[src/design/cse_pkg.sv]
// Shared constants, enumerations and decode helpers of the configuration port host.
// Assumes a single 25 MHz system clock; all pin timing is derived here.
package cse_pkg;

    // System clock and the device oscillator assumed for timing limits
    localparam int CLK_MHZ = 25;
    localparam int OSC_REF_KHZ = 20000;
    localparam int OSC_MIN_KHZ = 20000;
    localparam int CNT_W = 20;

    // Two-wire shift clock phases, scaled to the slowest device oscillator
    localparam int HALF_FAST_NS = 400;
    localparam int HALF_SLOW_NS = 8000;
    localparam logic [CNT_W-1:0] HALF_FAST_CYC = CNT_W'(
        (HALF_FAST_NS * (OSC_REF_KHZ / 1000) * CLK_MHZ + (OSC_MIN_KHZ / 1000) * 1000 - 1)
        / ((OSC_MIN_KHZ / 1000) * 1000));
    localparam logic [CNT_W-1:0] HALF_SLOW_CYC = CNT_W'(
        (HALF_SLOW_NS * (OSC_REF_KHZ / 1000) * CLK_MHZ + (OSC_MIN_KHZ / 1000) * 1000 - 1)
        / ((OSC_MIN_KHZ / 1000) * 1000));

    // Quiet time after an EEPROM write, in milliseconds and cycles
    localparam int GUARD_MS = 20;
    localparam int GUARD_CYC = GUARD_MS * 1000 * CLK_MHZ;

    // Trailing low clocks after a frame, and after a resynchronisation
    localparam logic [5:0] TRAIL_CLKS = 6'h01;
    localparam logic [5:0] RESYNC_CLKS = 6'h32;

    // Single-wire bit phases: centre of each documented window
    localparam int OW_SHORT_MIN_US = 40;
    localparam int OW_SHORT_MAX_US = 100;
    localparam int OW_LONG_MIN_US = 120;
    localparam int OW_LONG_MAX_US = 200;
    localparam int OW_CNT_W = 13;
    localparam logic [OW_CNT_W-1:0] OW_SHORT_CYC =
        OW_CNT_W'((OW_SHORT_MIN_US + OW_SHORT_MAX_US) / 2 * CLK_MHZ);
    localparam logic [OW_CNT_W-1:0] OW_LONG_CYC =
        OW_CNT_W'((OW_LONG_MIN_US + OW_LONG_MAX_US) / 2 * CLK_MHZ);

    // Frame layout
    localparam int FRAME_W = 40;
    localparam logic [1:0] REG_WR_CMD = 2'h0;
    localparam logic [1:0] REG_RD_CMD = 2'h2;
    localparam logic [5:0] REG_WR_BITS = 6'h10;
    localparam logic [5:0] REG_RD_BITS = 6'h08;
    localparam logic [5:0] REG_DATA_BITS = 6'h08;
    localparam logic [5:0] EE_WR_BITS = 6'h28;
    localparam logic [5:0] EE_ADDR_BITS = 6'h08;
    localparam logic [5:0] EE_DATA_BITS = 6'h20;

    // EEPROM commands
    localparam logic [3:0] EE_ERASE_WRITE = 4'h4;
    localparam logic [3:0] EE_BLK_ERASE_WRITE = 4'h5;
    localparam logic [3:0] EE_WRITE = 4'h6;
    localparam logic [3:0] EE_BLK_WRITE = 4'h7;
    localparam logic [3:0] EE_READ = 4'hC;
    localparam logic [3:0] EE_RESERVED = 4'hD;
    localparam logic [3:0] EE_ERASE = 4'hE;
    localparam logic [3:0] EE_BLK_ERASE = 4'hF;

    typedef enum logic [1:0] {
        K_REG_WR = 2'h0,
        K_REG_RD = 2'h1,
        K_EE = 2'h2,
        K_RESYNC = 2'h3
    } cse_kind_t;

    typedef enum logic [2:0] {
        S_IDLE = 3'h0,
        S_SEND = 3'h1,
        S_TURN = 3'h2,
        S_RECV = 3'h3,
        S_TRAIL = 3'h4,
        S_GUARD = 3'h5,
        S_OW = 3'h6,
        S_OW_END = 3'h7
    } cse_state_t;

    typedef enum logic [1:0] {
        OW_IDLE = 2'h0,
        OW_LOW = 2'h1,
        OW_HIGH = 2'h2
    } cse_ow_state_t;

    // Commands that alter the EEPROM and so need the quiet time
    function automatic logic ee_is_write(input logic [3:0] cmd);
        ee_is_write = (cmd == EE_ERASE_WRITE) || (cmd == EE_BLK_ERASE_WRITE) ||
                      (cmd == EE_WRITE) || (cmd == EE_BLK_WRITE) ||
                      (cmd == EE_ERASE) || (cmd == EE_BLK_ERASE);
    endfunction : ee_is_write

    // Commands that carry a 32-bit data word
    function automatic logic ee_has_data(input logic [3:0] cmd);
        ee_has_data = (cmd == EE_ERASE_WRITE) || (cmd == EE_BLK_ERASE_WRITE) ||
                      (cmd == EE_WRITE) || (cmd == EE_BLK_WRITE);
    endfunction : ee_has_data

endpackage : cse_pkg

[src/design/cse_bit_if.sv]
// Bit handshake from the frame sequencer to the single-wire encoder.
// Both ends run on the system clock.
interface cse_bit_if;
    logic valid;
    logic ready;
    logic bit_val;
    modport src(output valid, output bit_val, input ready);
    modport snk(input valid, input bit_val, output ready);
endinterface : cse_bit_if

[src/design/cse_host.sv]
// Host controller for the configuration port: drives the two-wire shift
// clock and data line, the single-wire input and the device reset pin.
// Assumes requests from logic on sys_clk_i; the data line input is a pin.
// Function
// - Register write: start, 00, address, data
// - Address top bit always sent zero
// - Register read: start, 10, address, data returned
// - One idle clock before read data
// - EEPROM frames: start then four command bits
// - EEPROM write: 3-bit address, 32 data bits
// - Wait 20 ms after EEPROM writes
// - EEPROM read: 1100, address, turnaround, 32 bits
// - One extra low-data clock after each two-wire frame
// - Slow clock phases for EEPROM reads
// - Device samples falling, drives after rising
// - Limits scale with device oscillator frequency
// - Fifty low-data clocks resynchronise the port
// - No traffic while device reset asserted
// - Single-wire bit phase lengths per value
// - Single-wire frame: start, command, stop zero
// - Single-wire EEPROM command after start bit
// - Host drives clock; data line shared
module cse_host #(
    parameter int GUARD_CYC = cse_pkg::GUARD_CYC
) (
    // Clock and reset
    input wire logic sys_clk_i,
    input wire logic arst_n_i,
    // Request
    input wire logic req_valid_i,
    output logic req_ready_o,
    input wire logic [1:0] req_kind_i,
    input wire logic req_one_wire_i,
    input wire logic [3:0] req_ee_cmd_i,
    input wire logic [4:0] req_addr_i,
    input wire logic [31:0] req_wdata_i,
    input wire logic dev_reset_i,
    // Answer
    output logic resp_valid_o,
    output logic resp_err_o,
    output logic [31:0] resp_rdata_o,
    // Two-wire port pins
    output logic two_wire_sclk_o,
    output logic bidir_serial_line_o,
    output logic bidir_serial_line_oe_o,
    input wire logic bidir_serial_line_i,
    // Single-wire and reset pins
    output logic single_wire_input_o,
    output logic reset_pin_low_active_n_o
);
    localparam int CW = cse_pkg::CNT_W;
    localparam int FW = cse_pkg::FRAME_W;

    cse_pkg::cse_state_t state_reg;
    cse_pkg::cse_state_t state_next;
    logic [FW-1:0] shift_reg;
    logic [FW-1:0] shift_next;
    logic [5:0] bits_reg;
    logic [5:0] bits_next;
    logic [5:0] trail_reg;
    logic [5:0] trail_next;
    logic [5:0] rd_bits_reg;
    logic [5:0] rd_bits_next;
    logic slow_reg;
    logic slow_next;
    logic read_reg;
    logic read_next;
    logic guard_reg;
    logic guard_next;
    logic sclk_reg;
    logic sclk_next;
    logic bidir_serial_line_reg;
    logic bidir_serial_line_next;
    logic oe_reg;
    logic oe_next;
    logic [31:0] rdata_reg;
    logic [31:0] rdata_next;
    logic resp_reg;
    logic resp_next;
    logic err_reg;
    logic err_next;
    logic rst_pin_reg;
    logic bidir_serial_line_meta_reg;
    logic bidir_serial_line_sync_reg;
    logic tick;

    cse_bit_if ow_if ();

    // Request decode
    wire is_ee = (req_kind_i == cse_pkg::K_EE);
    wire is_rd = (req_kind_i == cse_pkg::K_REG_RD);
    wire is_resync = (req_kind_i == cse_pkg::K_RESYNC);
    wire ee_rd = is_ee && (req_ee_cmd_i == cse_pkg::EE_READ);
    wire ee_wr = is_ee && cse_pkg::ee_is_write(req_ee_cmd_i);
    wire ee_bad = is_ee && (req_ee_cmd_i == cse_pkg::EE_RESERVED);
    wire ow_bad = req_one_wire_i && (is_rd || ee_rd || is_resync);
    wire req_bad = ee_bad || ow_bad;
    wire take = req_valid_i && req_ready_o;

    // Frame images, left aligned, start bit first
    wire [FW-1:0] frame_reg_wr = {1'b1, cse_pkg::REG_WR_CMD, 1'b0, req_addr_i[3:0],
                                  req_wdata_i[7:0], 24'h000000};
    wire [FW-1:0] frame_reg_rd = {1'b1, cse_pkg::REG_RD_CMD, 1'b0, req_addr_i[3:0],
                                  32'h00000000};
    wire [FW-1:0] frame_ee = {1'b1, req_ee_cmd_i, req_addr_i[2:0],
                              req_wdata_i};
    wire [FW-1:0] frame_sel = is_ee ? frame_ee : (is_rd ? frame_reg_rd : frame_reg_wr);
    wire [5:0] ee_len = cse_pkg::ee_has_data(req_ee_cmd_i) ? cse_pkg::EE_WR_BITS
                                                             : cse_pkg::EE_ADDR_BITS;
    wire [5:0] len_sel = is_ee ? ee_len
                               : (is_rd ? cse_pkg::REG_RD_BITS : cse_pkg::REG_WR_BITS);
    wire [5:0] rd_len = ee_rd ? cse_pkg::EE_DATA_BITS : cse_pkg::REG_DATA_BITS;

    // Phase timer load: guard interval or a clock half period
    wire [CW-1:0] half_len = slow_next ? cse_pkg::HALF_SLOW_CYC
                                       : cse_pkg::HALF_FAST_CYC;
    wire [CW-1:0] tick_load = (state_next == cse_pkg::S_GUARD) ? CW'(GUARD_CYC) : half_len;
    wire restart = (state_next != state_reg);

    cse_tick #(
        .W(CW)
    ) u_tick (
        .sys_clk_i(sys_clk_i),
        .arst_n_i(arst_n_i),
        .restart_i(restart),
        .load_i(tick_load),
        .tick_o(tick)
    );

    cse_ow_tx u_ow_tx (
        .sys_clk_i(sys_clk_i),
        .arst_n_i(arst_n_i),
        .bit_if(ow_if.snk),
        .single_wire_input_o(single_wire_input_o)
    );

    assign ow_if.valid = (state_reg == cse_pkg::S_OW);
    assign ow_if.bit_val = shift_reg[FW-1];

    assign req_ready_o = (state_reg == cse_pkg::S_IDLE) && !dev_reset_i
                         && !rst_pin_reg && ow_if.ready;
    assign resp_valid_o = resp_reg;
    assign resp_err_o = err_reg;
    assign resp_rdata_o = rdata_reg;
    assign two_wire_sclk_o = sclk_reg;
    assign bidir_serial_line_o = bidir_serial_line_reg;
    assign bidir_serial_line_oe_o = oe_reg;
    assign reset_pin_low_active_n_o = !rst_pin_reg;

    always_comb begin
        state_next = state_reg;
        shift_next = shift_reg;
        bits_next = bits_reg;
        trail_next = trail_reg;
        rd_bits_next = rd_bits_reg;
        slow_next = slow_reg;
        read_next = read_reg;
        guard_next = guard_reg;
        sclk_next = sclk_reg;
        bidir_serial_line_next = bidir_serial_line_reg;
        oe_next = oe_reg;
        rdata_next = rdata_reg;
        resp_next = 1'b0;
        err_next = err_reg;
        case (state_reg)
            cse_pkg::S_IDLE: begin
                if (take) begin
                    err_next = req_bad;
                    if (req_bad) begin
                        resp_next = 1'b1;
                    end else begin
                        shift_next = frame_sel;
                        bits_next = len_sel;
                        rd_bits_next = rd_len;
                        slow_next = ee_rd;
                        read_next = is_rd || ee_rd;
                        guard_next = ee_wr;
                        rdata_next = 32'h00000000;
                        if (is_resync) begin
                            state_next = cse_pkg::S_TRAIL;
                            trail_next = cse_pkg::RESYNC_CLKS;
                            oe_next = 1'b1;
                            bidir_serial_line_next = 1'b0;
                        end else if (req_one_wire_i) begin
                            state_next = cse_pkg::S_OW;
                            bits_next = len_sel + 6'h01;
                        end else begin
                            state_next = cse_pkg::S_SEND;
                            oe_next = 1'b1;
                        end
                    end
                end
            end
            cse_pkg::S_SEND: begin
                if (tick) begin
                    if (!sclk_reg) begin
                        // Data changes with the rising edge, steady across the falling one
                        sclk_next = 1'b1;
                        bidir_serial_line_next = shift_reg[FW-1];
                        shift_next = {shift_reg[FW-2:0], 1'b0};
                    end else begin
                        sclk_next = 1'b0;
                        bits_next = bits_reg - 6'h01;
                        if (bits_reg == 6'h01) begin
                            state_next = read_reg ? cse_pkg::S_TURN : cse_pkg::S_TRAIL;
                            trail_next = cse_pkg::TRAIL_CLKS;
                        end
                    end
                end
            end
            cse_pkg::S_TURN: begin
                if (tick) begin
                    if (!sclk_reg) begin
                        sclk_next = 1'b1;
                        oe_next = 1'b0;
                    end else begin
                        sclk_next = 1'b0;
                        state_next = cse_pkg::S_RECV;
                        bits_next = rd_bits_reg;
                    end
                end
            end
            cse_pkg::S_RECV: begin
                if (tick) begin
                    if (!sclk_reg) begin
                        sclk_next = 1'b1;
                    end else begin
                        // Capture at the end of the high phase, before the falling edge
                        sclk_next = 1'b0;
                        rdata_next = {rdata_reg[30:0], bidir_serial_line_sync_reg};
                        bits_next = bits_reg - 6'h01;
                        if (bits_reg == 6'h01) begin
                            state_next = cse_pkg::S_TRAIL;
                            trail_next = cse_pkg::TRAIL_CLKS;
                        end
                    end
                end
            end
            cse_pkg::S_TRAIL: begin
                if (tick) begin
                    if (!sclk_reg) begin
                        sclk_next = 1'b1;
                        oe_next = 1'b1;
                        bidir_serial_line_next = 1'b0;
                    end else begin
                        sclk_next = 1'b0;
                        trail_next = trail_reg - 6'h01;
                        if (trail_reg == 6'h01) begin
                            state_next = guard_reg ? cse_pkg::S_GUARD : cse_pkg::S_IDLE;
                            resp_next = !guard_reg;
                        end
                    end
                end
            end
            cse_pkg::S_GUARD: begin
                if (tick) begin
                    state_next = cse_pkg::S_IDLE;
                    resp_next = 1'b1;
                end
            end
            cse_pkg::S_OW: begin
                if (ow_if.ready) begin
                    shift_next = {shift_reg[FW-2:0], 1'b0};
                    bits_next = bits_reg - 6'h01;
                    if (bits_reg == 6'h01) begin
                        state_next = cse_pkg::S_OW_END;
                    end
                end
            end
            cse_pkg::S_OW_END: begin
                if (ow_if.ready) begin
                    state_next = guard_reg ? cse_pkg::S_GUARD : cse_pkg::S_IDLE;
                    resp_next = !guard_reg;
                end
            end
            default: begin
                state_next = cse_pkg::S_IDLE;
            end
        endcase
    end

    always_ff @(posedge sys_clk_i or negedge arst_n_i) begin
        if (!arst_n_i) begin
            state_reg <= cse_pkg::S_IDLE;
            shift_reg <= '0;
            bits_reg <= 6'h00;
            trail_reg <= 6'h00;
            rd_bits_reg <= 6'h00;
            slow_reg <= 1'b0;
            read_reg <= 1'b0;
            guard_reg <= 1'b0;
        end else begin
            state_reg <= state_next;
            shift_reg <= shift_next;
            bits_reg <= bits_next;
            trail_reg <= trail_next;
            rd_bits_reg <= rd_bits_next;
            slow_reg <= slow_next;
            read_reg <= read_next;
            guard_reg <= guard_next;
        end
    end

    // Pin and answer registers
    always_ff @(posedge sys_clk_i or negedge arst_n_i) begin
        if (!arst_n_i) begin
            sclk_reg <= 1'b0;
            bidir_serial_line_reg <= 1'b0;
            oe_reg <= 1'b1;
            rdata_reg <= 32'h00000000;
            resp_reg <= 1'b0;
            err_reg <= 1'b0;
            rst_pin_reg <= 1'b1;
        end else begin
            sclk_reg <= sclk_next;
            bidir_serial_line_reg <= bidir_serial_line_next;
            oe_reg <= oe_next;
            rdata_reg <= rdata_next;
            resp_reg <= resp_next;
            err_reg <= err_next;
            rst_pin_reg <= dev_reset_i && (state_reg == cse_pkg::S_IDLE);
        end
    end

    // Data line input crosses from the pin
    always_ff @(posedge sys_clk_i or negedge arst_n_i) begin
        if (!arst_n_i) begin
            bidir_serial_line_meta_reg <= 1'b0;
            bidir_serial_line_sync_reg <= 1'b0;
        end else begin
            bidir_serial_line_meta_reg <= bidir_serial_line_i;
            bidir_serial_line_sync_reg <= bidir_serial_line_meta_reg;
        end
    end
endmodule : cse_host

[src/design/cse_ow_tx.sv]
// Single-wire pulse-width encoder: each bit is a low phase then a high phase.
// Assumes one bit offered at a time on the handshake; the wire rests high.
module cse_ow_tx (
    // Clock and reset
    input wire logic sys_clk_i,
    input wire logic arst_n_i,
    // Bits to send
    cse_bit_if.snk bit_if,
    // Wire to the device
    output logic single_wire_input_o
);
    localparam int CW = cse_pkg::OW_CNT_W;

    cse_pkg::cse_ow_state_t state_reg;
    cse_pkg::cse_ow_state_t state_next;
    logic [CW-1:0] cnt_reg;
    logic [CW-1:0] cnt_next;
    logic val_reg;
    logic val_next;
    logic line_reg;
    logic line_next;

    wire cnt_done = (cnt_reg == '0);
    wire [CW-1:0] low_len = bit_if.bit_val ? cse_pkg::OW_LONG_CYC : cse_pkg::OW_SHORT_CYC;
    wire [CW-1:0] high_len = val_reg ? cse_pkg::OW_SHORT_CYC : cse_pkg::OW_LONG_CYC;

    assign bit_if.ready = (state_reg == cse_pkg::OW_IDLE);
    assign single_wire_input_o = line_reg;

    always_comb begin
        state_next = state_reg;
        cnt_next = cnt_done ? cnt_reg : cnt_reg - CW'(1);
        val_next = val_reg;
        line_next = line_reg;
        case (state_reg)
            cse_pkg::OW_IDLE: begin
                line_next = 1'b1;
                if (bit_if.valid) begin
                    state_next = cse_pkg::OW_LOW;
                    val_next = bit_if.bit_val;
                    cnt_next = low_len - CW'(1);
                    line_next = 1'b0;
                end
            end
            cse_pkg::OW_LOW: begin
                if (cnt_done) begin
                    state_next = cse_pkg::OW_HIGH;
                    cnt_next = high_len - CW'(1);
                    line_next = 1'b1;
                end
            end
            cse_pkg::OW_HIGH: begin
                if (cnt_done) begin
                    state_next = cse_pkg::OW_IDLE;
                end
            end
            default: begin
                state_next = cse_pkg::OW_IDLE;
                line_next = 1'b1;
            end
        endcase
    end

    always_ff @(posedge sys_clk_i or negedge arst_n_i) begin
        if (!arst_n_i) begin
            state_reg <= cse_pkg::OW_IDLE;
            cnt_reg <= '0;
            val_reg <= 1'b0;
            line_reg <= 1'b1;
        end else begin
            state_reg <= state_next;
            cnt_reg <= cnt_next;
            val_reg <= val_next;
            line_reg <= line_next;
        end
    end
endmodule : cse_ow_tx

[src/design/cse_tick.sv]
// Reloading down-counter that gives a one-cycle enable every load_i cycles.
// Assumes load_i is at least one; restart_i begins a fresh interval.
module cse_tick #(
    parameter int W = 20
) (
    // Clock and reset
    input wire logic sys_clk_i,
    input wire logic arst_n_i,
    // Control
    input wire logic restart_i,
    input wire logic [W-1:0] load_i,
    // Enable pulse
    output logic tick_o
);
    logic [W-1:0] cnt_reg;
    logic [W-1:0] cnt_next;
    wire reload = restart_i || (cnt_reg == '0);

    assign tick_o = (cnt_reg == '0);
    assign cnt_next = reload ? load_i - W'(1) : cnt_reg - W'(1);

    always_ff @(posedge sys_clk_i or negedge arst_n_i) begin
        if (!arst_n_i) begin
            cnt_reg <= '0;
        end else begin
            cnt_reg <= cnt_next;
        end
    end
endmodule : cse_tick

[config.mk]
export PLATFORM = sky130hd
export DESIGN_NAME = cse_host
export DESIGN_NICKNAME = d
export VERILOG_FILES = /design/src/design/cse_pkg.sv /design/src/design/cse_bit_if.sv /design/src/design/cse_host.sv /design/src/design/cse_ow_tx.sv /design/src/design/cse_tick.sv
export SDC_FILE = /design/constraint.sdc
export NUM_CORES = 1
export LEC_CHECK = 0
export BUFFER_PORTS_ARGS = -buffer_cell sky130_fd_sc_hd__buf_2
export CAP_MARGIN = 20
export CELL_PAD_IN_SITES_DETAIL_PLACEMENT = 0
export CELL_PAD_IN_SITES_GLOBAL_PLACEMENT = 2
export CORE_MARGIN = 5
export CORE_UTILIZATION = 31
export CTS_BUF_LIST = sky130_fd_sc_hd__clkbuf_16
export DETAILED_ROUTE_END_ITERATION = 10
export HOLD_SLACK_MARGIN = 0.1
export PLACE_DENSITY = 0.79
export SLEW_MARGIN = 20
export SYNTH_ARGS = -nofsm -noshare
export SYNTH_HDL_FRONTEND = slang
export SYNTH_SLANG_ARGS = --single-unit
[constraint.sdc]
create_clock -name sys_clk_i -period 5.4 [get_ports sys_clk_i]
set_clock_uncertainty 0.05 [all_clocks]
set_input_delay 1.08 -clock sys_clk_i [delete_from_list [all_inputs] [get_ports sys_clk_i]]
set_output_delay 1.08 -clock sys_clk_i [all_outputs]
set_load 0.01 [all_outputs]
==> results.txt, run 1 <==
Across the run, the number of max-cap violations was 0. The longest clock path from root to sink contains 2 buffers. The path type of the worst setup path was input port to flop.

The distinct cell type count after synthesis was 65; the total number of vias was 5980. At the pin with the least slew margin, the transition time is 0.924 ns. The switching portion of total power works out to 25.1%. TritonCTS built the clock tree.

The mapped netlist covers 7060 µm². The flip-flop count of the largest register after layout is 40, and the routed wire length is 18000 µm. The cell with the biggest individual delay on the critical path is sky130_fd_sc_hd__nor3_1.

The post-route netlist has 17.2% of its cells at a drive strength greater than 1. The count of nets left with antenna violations once routing finished came out at 0. The final routed wire length divided by cell count works out to 15.3 µm.

For this design the total switching power over the nets is 0.574 mW. Horizontal die dimension: 161 µm. The starting density of the core is 31.3%. Of all flip-flops after synthesis, the portion carrying an async set or reset was 100%. The setup check on the worst reg-to-reg path leaves a slack of 1.33 ns. For this design, the sink count on the clock tree is 137. The critical path data arrival time is 4.52 ns. Max-slew violation count: 0. The top-level port count is 89.

Core box area: 22600 µm². The highest fanout seen on the critical path was 4; the die outline height was 161 µm. After floorplanning, the core was divided into 55 placement rows. Counting I/O delays and the setup requirement, the final critical path takes 4.21 ns. The detail-routed via count per cell works out to 5.08. The run gives 5762 as the via count of the first global-routing pass.

The initial antenna violation count was 0; the count of hold buffers inserted by post-cts repair was 0. The logs give 0 for the synthesis warning total and 5.71 ns for the endpoint required time on the critical path. For the detailed placement HPWL, the log shows 12200 µm.

Power spread over the standard cell area amounts to 274 nW/µm². Setup repair after global routing left no endpoint under its margin. For this design the static power due to leakage is 3.51 nW.

For the later-pin clock latency in the skew report, the log shows 0.43 ns. The predominant post-synthesis flop cell was sky130_fd_sc_hd__dfrtp_1. The post-synthesis sequential area ratio came out at 48.6%. The first global-routing pass estimated 30400 µm of wire.

The run gives 1.72 mW as the internal cell power. Summed over all failing endpoints, the final setup total negative slack is 0 ns. The number of clock buffers added by TritonCTS is 17. Remaining design rule violation count: 0.

The library cell used most frequently in the layout, excluding fill and tap cells, is sky130_fd_sc_hd__nand2_1. The die area came out at 25900 µm². Global routing finished with a remaining overflow of 0. In this run the post-CTS setup repair buffer count came out at 0. STA classifies the critical path startpoint as an input port. Averaged over all synthesized cells, the footprint is 8.73 µm².

The tools report the type of destination of the critical path as a flop. After synthesis the netlist holds a flip-flop and latch count of 137. The count of buffers added on input and output ports is 87.

Entering global routing, the biggest net connects 65 pins. The worst max-slew margin expressed relative to the limit is 38.4%. The largest single stage delay on the critical path is 0.38 ns. For this run, the post-layout net count is 939. The placed instance count was 1146. In this run the worst hold path is classified as flop to flop.

The worst-case IR drop observed on VDD is 0.152 mV. For this run, the top clock speed supported by timing is 237 MHz. For the register share of total power, the log shows 44.9%. The tools report the root buffer cell as sky130_fd_sc_hd__clkbuf_16.

After clock tree synthesis, the clock-pin slew on the worst setup and hold paths is 0.07 ns. The H-tree was split into 4 levels. Before antenna repair, the detailed router went through 5 iterations. Compared with the post-synthesis result, the final layout area differs by 18.5%.

The total count of hold-check failures in the final report is 0. The layout has 2348 filler cells. The signal on the critical path passes through buf_2 > inv_1 > ha_1 > and4b_1 > or3_1 > and2_1 > o31a_1 > a41oi_4 > nand3_1 > and3_1 > a21oi_1 > ha_1 > inv_1 > nor2_1 > nand2_1 > nor3_1 > nand2_1 > xor2_1 > o21ai_0. The combinational cell fraction of total power is 3.3%, and the antenna diode count is 0. The placer congestion estimate was 0.812. The flow ran to the end, and the final reports show no timing, DRC or antenna violations. The number of cells produced by synthesis came out at 809. Setup violations remaining at the end of the flow were counted as 0.

In the finished design, the share of the clock period the worst path needs comes to 78.0%. The clock network is responsible for 51.7% of the overall power. Once layout is complete, the cells apart from fillers number 1178.

The run gives 868 as the number of nets produced by synthesis. In the layout the commonest cells are 162 x sky130_fd_sc_hd__nand2_1, 134 x sky130_fd_sc_hd__dfrtp_1, 90 x sky130_fd_sc_hd__o21ai_0. The number of instances resized during post-cts repair is 0. The tools report the number of violations reported at the end of detailed-routing iteration 0 as 425. The count of flip-flops with a built-in enable after synthesis is 0, and the global routing usage summed across all routing layers is 14.2%.
critical path, delay by kind of cell:
| kind | cells | cell delay (ns) |
|---|---|---|
| simple gates | 9 | 1.86 |
| compound gates | 4 | 0.78 |
| fa+ha+maj | 2 | 0.42 |
| buf+inv | 3 | 0.22 |
| xor+xnor | 1 | 0.15 |
per-layer routing:
layer | global-route usage, % | part of all wire, % | wire [µm] | up-vias
met2 | 21.9 | 45 | 8130 | 103
met3 | 3.36 | 3.8 | 675 | 13
met4 | 3.84 | 0.89 | 160 | 0
met1 | 20.1 | 50 | 9030 | 2872
met5 | 0 | 0 | 0 | -
li1 | - | - | - | 2992
power by group through the flow:
stage          Sequential, mW  Combinational (mW)  Clock (mW)
2_1_floorplan            1.05              0.0273           0
3_3_place_gp             1.05              0.0790           0
3_5_place_dp             1.05              0.0787           0
4_1_cts                  1.03              0.0790        1.22
5_1_grt                  1.03              0.0876        1.27
6_report                 1.03              0.0763        1.19
path summary, 6_finish.rpt:
kind | from | endpoint | depth (start not counted)
max in group asynchronous | arst_n_i | shift_reg[6]$_DFFE_PN0P_ | 2
hold reg to reg | bidir_serial_line_meta_reg$_DFF_PN0_ | bidir_serial_line_sync_reg$_DFF_PN0_ | 0
setup reg to reg | state_reg[0]$_DFF_PN0_ | u_tick.cnt_reg[16]$_DFF_PN0_ | 14
hold / removal | bidir_serial_line_meta_reg$_DFF_PN0_ | bidir_serial_line_sync_reg$_DFF_PN0_ | 0
setup / recovery | req_kind_i[0] | u_tick.cnt_reg[16]$_DFF_PN0_ | 19
min in group asynchronous | arst_n_i | resp_rdata_o[21]$_DFFE_PN0P_ | 1
synth_stat cells (all sizes together) (3+ instances only):
library cell / count / area [µm²]
nand3b: 3 / 22.5
and2: 6 / 37.5
o21ai: 94 / 485
dfrtp: 134 / 3350
o31ai: 7 / 66.3
xor2: 6 / 52.6
dfstp: 3 / 78.8
a21boi: 3 / 22.5
ha: 10 / 125
nor3: 21 / 115
mux2i: 5 / 50.1
xnor2: 15 / 131
or3: 6 / 37.5
a221o: 8 / 80.1
nand2: 162 / 608
nand4b: 4 / 35.0
a41oi: 4 / 53.8
a22oi: 5 / 37.5
a211oi: 4 / 30.0
buf: 15 / 80.1
nor2: 75 / 282
a32oi: 3 / 26.3
nor4: 15 / 106
o31a: 3 / 26.3
a21oi: 23 / 115
o211ai: 3 / 22.5
a21o: 3 / 22.5
nor2b: 8 / 50.1
o22ai: 5 / 31.3
o21a: 5 / 37.5
nand2b: 6 / 37.5
nand3: 35 / 175
a31oi: 30 / 188
inv: 19 / 71.3
clkbuf: 34 / 128
final cells by class:
cell class / instances / area (µm²) / area share, %
clock inverter: 15 / 174 / 2.08
inverter: 19 / 71.3 / 0.852
multi-input combinational: 604 / 3370 / 40.2
sequential: 137 / 3430 / 41.0
clock buffer: 17 / 425 / 5.08
timing repair buffer: 101 / 547 / 6.53
tap: 285 / 357 / 4.26
cells by family after synthesis:
kind of cell / after synthesis / share of synthesized area, %
and+or+nand+nor: 352 / 22.7
buffers and inverters: 68 / 3.95
xor gates and xnor gates: 21 / 2.60
DFF: 137 / 48.6
adders and majority gates: 10 / 1.77
AOI/OAI and AO/OA: 216 / 19.7
muxes: 5 / 0.709
metrics by stage:
stage	utilization (%)	area, µm²	hold WS [ns]	total power, mW	setup WS, ns
6_report	37.1	8370	0.289	2.29	1.19
5_1_grt	37.1	8370	0.300	2.38	0.817
4_1_cts	37.1	8370	0.293	2.33	1.14
3_5_place_dp	34.4	7770	0.287	1.13	0.726
3_3_place_gp	34.4	7770	0.285	1.13	0.727
2_1_floorplan	-	7060	0.281	1.08	1.30
Note: power is estimated with default switching activity, not from simulation.
==> inputs of run 2 (changes only) <==
Clock period 5.4 ns to 3.9 ns, I/O delays scaled along.
==> run 2 against run 1 <==
  * Die area did not move
  * Cell count up 2.7%
  * Largest power group unchanged
  * Global-route usage grew 0.19 points
  * Worst hold slack worse by 0.035 ns
  * Core utilization is 1.4 points higher
  * Non-clock buffer count rose by 32
  * Largest cell class unchanged
  * Critical path type unchanged
  * First-iteration DRC count rose by 4.9%
==> results.txt, run 2 (synthesized netlist as in run 1, its figures left out) <==
The achievable clock frequency is 277 MHz, and the highest fanout seen on the critical path is 3. The endpoint required time on the critical path is 4.16 ns, and the max-slew violation count is 0. The critical path contains buffers and inverters numbering 4 combined. On the critical path the largest part of the delay comes from simple AND/OR/NAND/NOR gates. For the maximum level of the CTS H-tree, the log shows 4. The total count of hold-check failures in the final report was 0; the first-pass GRT wire length was 30700 µm. OpenSTA, run right after detailed placement, puts the worst setup slack at -0.137 ns. Clock latency on the worst-skew pair, taken at its later pin, is 0.43 ns. VDD sags by at most 0.244 mV.

Buffers inserted during clock tree synthesis total 17. The initial utilization of the core area, before any placement, comes to 31.3%. The design draws 3.31 mW.

Traced cell by cell, the critical path runs through buf_2 > inv_1 > ha_1 > and4b_1 > or3_1 > and2_1 > o31a_1 > a41oi_4 > nand3_1 > and3_1 > a21oi_1 > ha_1 > inv_1 > nor2_1 > nand2_1 > nor3_1 > buf_4 > a31o_2 > a21oi_1. Summed over all nets, the half-perimeter wirelength after detailed placement is 12900 µm. Critical path data arrival time: 3.88 ns. The logs give 0 ns for the sum of negative setup slack and 0 for the antenna diode count. Core box area: 22600 µm². The run finished with clean final reports. STA classifies the critical path endpoint as a flop.

The tools report the total number of vias as 6112. Entering global routing, the biggest net connects 65 pins. The congestion estimate from routability-driven global placement came to 0.872. The floorplan has 55 rows. Measured against its own limit, the worst slew margin works out to 39.5%. Power spread over the standard cell area amounts to 381 nW/µm².

The initial antenna violation count is 0, and the final routed wire length divided by cell count is 15.2 µm. The die outline height was 161 µm; the transition at the pin with the smallest max-transition slack was 0.908 ns. Among all stages on the critical path, the largest delay is contributed by sky130_fd_sc_hd__or3_1. Clock-pin transition on the worst setup and hold timing paths: 0.07 ns. Detail-routed via count per cell: 5.05. Type of origin of the critical path: an input port. Setup violations remaining at the end of the flow were counted as 0. The clock drives 137 sinks. The tools report the post-route antenna net violation count as 0. The global routing usage summed across all routing layers is 14.4%.

The path class of the tightest hold or removal check is input port to async pin. In this run the static leakage power is 3.70 nW. During placement, the flow inserted port buffers numbering 87. Setup repair after global routing left no endpoint under its margin. The number of instances resized during post-cts repair was 0; the area growth from synthesis to layout was 23.0%. The root buffer cell chosen for the clock tree is sky130_fd_sc_hd__clkbuf_16. Wires add up to 18400 µm.

The die area is 25900 µm², and the minimum clock period is 3.61 ns. The worst setup path is of the input port to flop kind. The flip-flop count of the largest register after layout came out at 40.

Buffers added to address setup during post-CTS repair amount to 0. TritonCTS built the clock tree. The via count of the first global-routing pass was 5901. In the routed design, unresolved DRC markers number 0.

The maximum cell stage delay along the critical path is 0.34 ns. The net count of the finished layout is 971. Hold repair after CTS inserted 0 buffers.

The logs give 0 for the total overflow reported by the global router and 446 for the number of violations reported at the end of detailed-routing iteration 0. In the finished design, the share of the clock period the worst path needs comes to 92.6%. The max capacitance violation total came out at 0.

In this run the deepest clock path goes through 2 buffers. In this run the horizontal extent of the chip is 161 µm. Once routing completed, OpenROAD measured the worst setup slack at 0.287 ns. The top-level port count is 89. The top cell types in the final layout, fill and taps aside, are 162 x sky130_fd_sc_hd__nand2_1, 134 x sky130_fd_sc_hd__dfrtp_1, 90 x sky130_fd_sc_hd__o21ai_0.

In the final layout, the share of cells above drive strength 1 is 20.2%. The first detailed-routing pass took 5 iterations. Commonest non-fill, non-tap cell in the layout: sky130_fd_sc_hd__nand2_1.
## run 2: layer usage
layer | up-vias | track usage (%) | wire, µm
li1 | 3073 | - | -
met2 | 132 | 21.6 | 8080
met3 | 21 | 2.93 | 720
met4 | 0 | 5.31 | 323
met1 | 2886 | 20.6 | 9270
met5 | - | 0 | 0
## run 2: area by class of cell
class                      instances  area (µm²)
clock inverter                    15         216
sequential                       137        3430
tap                              285         357
inverter                          19        71.3
fill                            2313       13900
timing repair buffer             133         800
multi-input combinational        604        3390
clock buffer                      17         425
## run 2: where the power goes
part | switching (mW) | total (mW) | internal, mW | leakage (nW)
combinational | 0.0694 | 0.113 | 0.0441 | 1.88
sequential | 0.00127 | 1.42 | 1.42 | 1.50
clock | 0.724 | 1.77 | 1.05 | 0.313
total | 0.795 | 3.31 | 2.51 | 3.70
## run 2: path summary, 6_finish.rpt
path                                                 startpoint                                   end  slack (ns)  cells past startpoint
setup / recovery                                  req_kind_i[0]          u_tick.cnt_reg[18]$_DFF_PN0_        0.29                     19
min in group sys_clk_i     bidir_serial_line_meta_reg$_DFF_PN0_  bidir_serial_line_sync_reg$_DFF_PN0_        0.32                      0
hold / removal                                         arst_n_i          resp_rdata_o[15]$_DFFE_PN0P_        0.25                      1
hold reg to reg            bidir_serial_line_meta_reg$_DFF_PN0_  bidir_serial_line_sync_reg$_DFF_PN0_        0.32                      0
setup reg to reg                        bits_reg[0]$_DFFE_PN0P_          u_tick.cnt_reg[18]$_DFF_PN0_        0.29                     17
max in group asynchronous                              arst_n_i    bidir_serial_line_oe_o$_DFFE_PN1P_        2.76                      2
## run 2: through the flow
stage	hold WS (ns)	std cells	util (%)	cell area [µm²]
6_report	0.253	1210	38.5	8690
5_1_grt	0.285	1210	38.5	8690
4_1_cts	0.264	1210	38.4	8670
3_3_place_gp	0.284	1178	35.6	8030
3_5_place_dp	0.296	1178	35.6	8030
2_1_floorplan	0.281	809	-	7060
## run 2: worst register-to-register path, cell delays in order, from the launching register on
cell                       delay (ns)
sky130_fd_sc_hd__dfrtp_1         0.45
sky130_fd_sc_hd__ha_1            0.22
sky130_fd_sc_hd__nor4b_1         0.48
sky130_fd_sc_hd__a32oi_1         0.17
sky130_fd_sc_hd__o21ai_0         0.25
sky130_fd_sc_hd__o21ai_1         0.17
sky130_fd_sc_hd__o221ai_1        0.13
sky130_fd_sc_hd__nand3_1         0.15
sky130_fd_sc_hd__and3_1          0.17
sky130_fd_sc_hd__a21oi_1         0.12
sky130_fd_sc_hd__ha_1            0.21
sky130_fd_sc_hd__inv_1           0.07
sky130_fd_sc_hd__nor2_1          0.14
sky130_fd_sc_hd__nand2_1         0.11
sky130_fd_sc_hd__nor3_1          0.23
sky130_fd_sc_hd__buf_4           0.18
sky130_fd_sc_hd__a31o_2          0.14
sky130_fd_sc_hd__a21oi_1         0.05
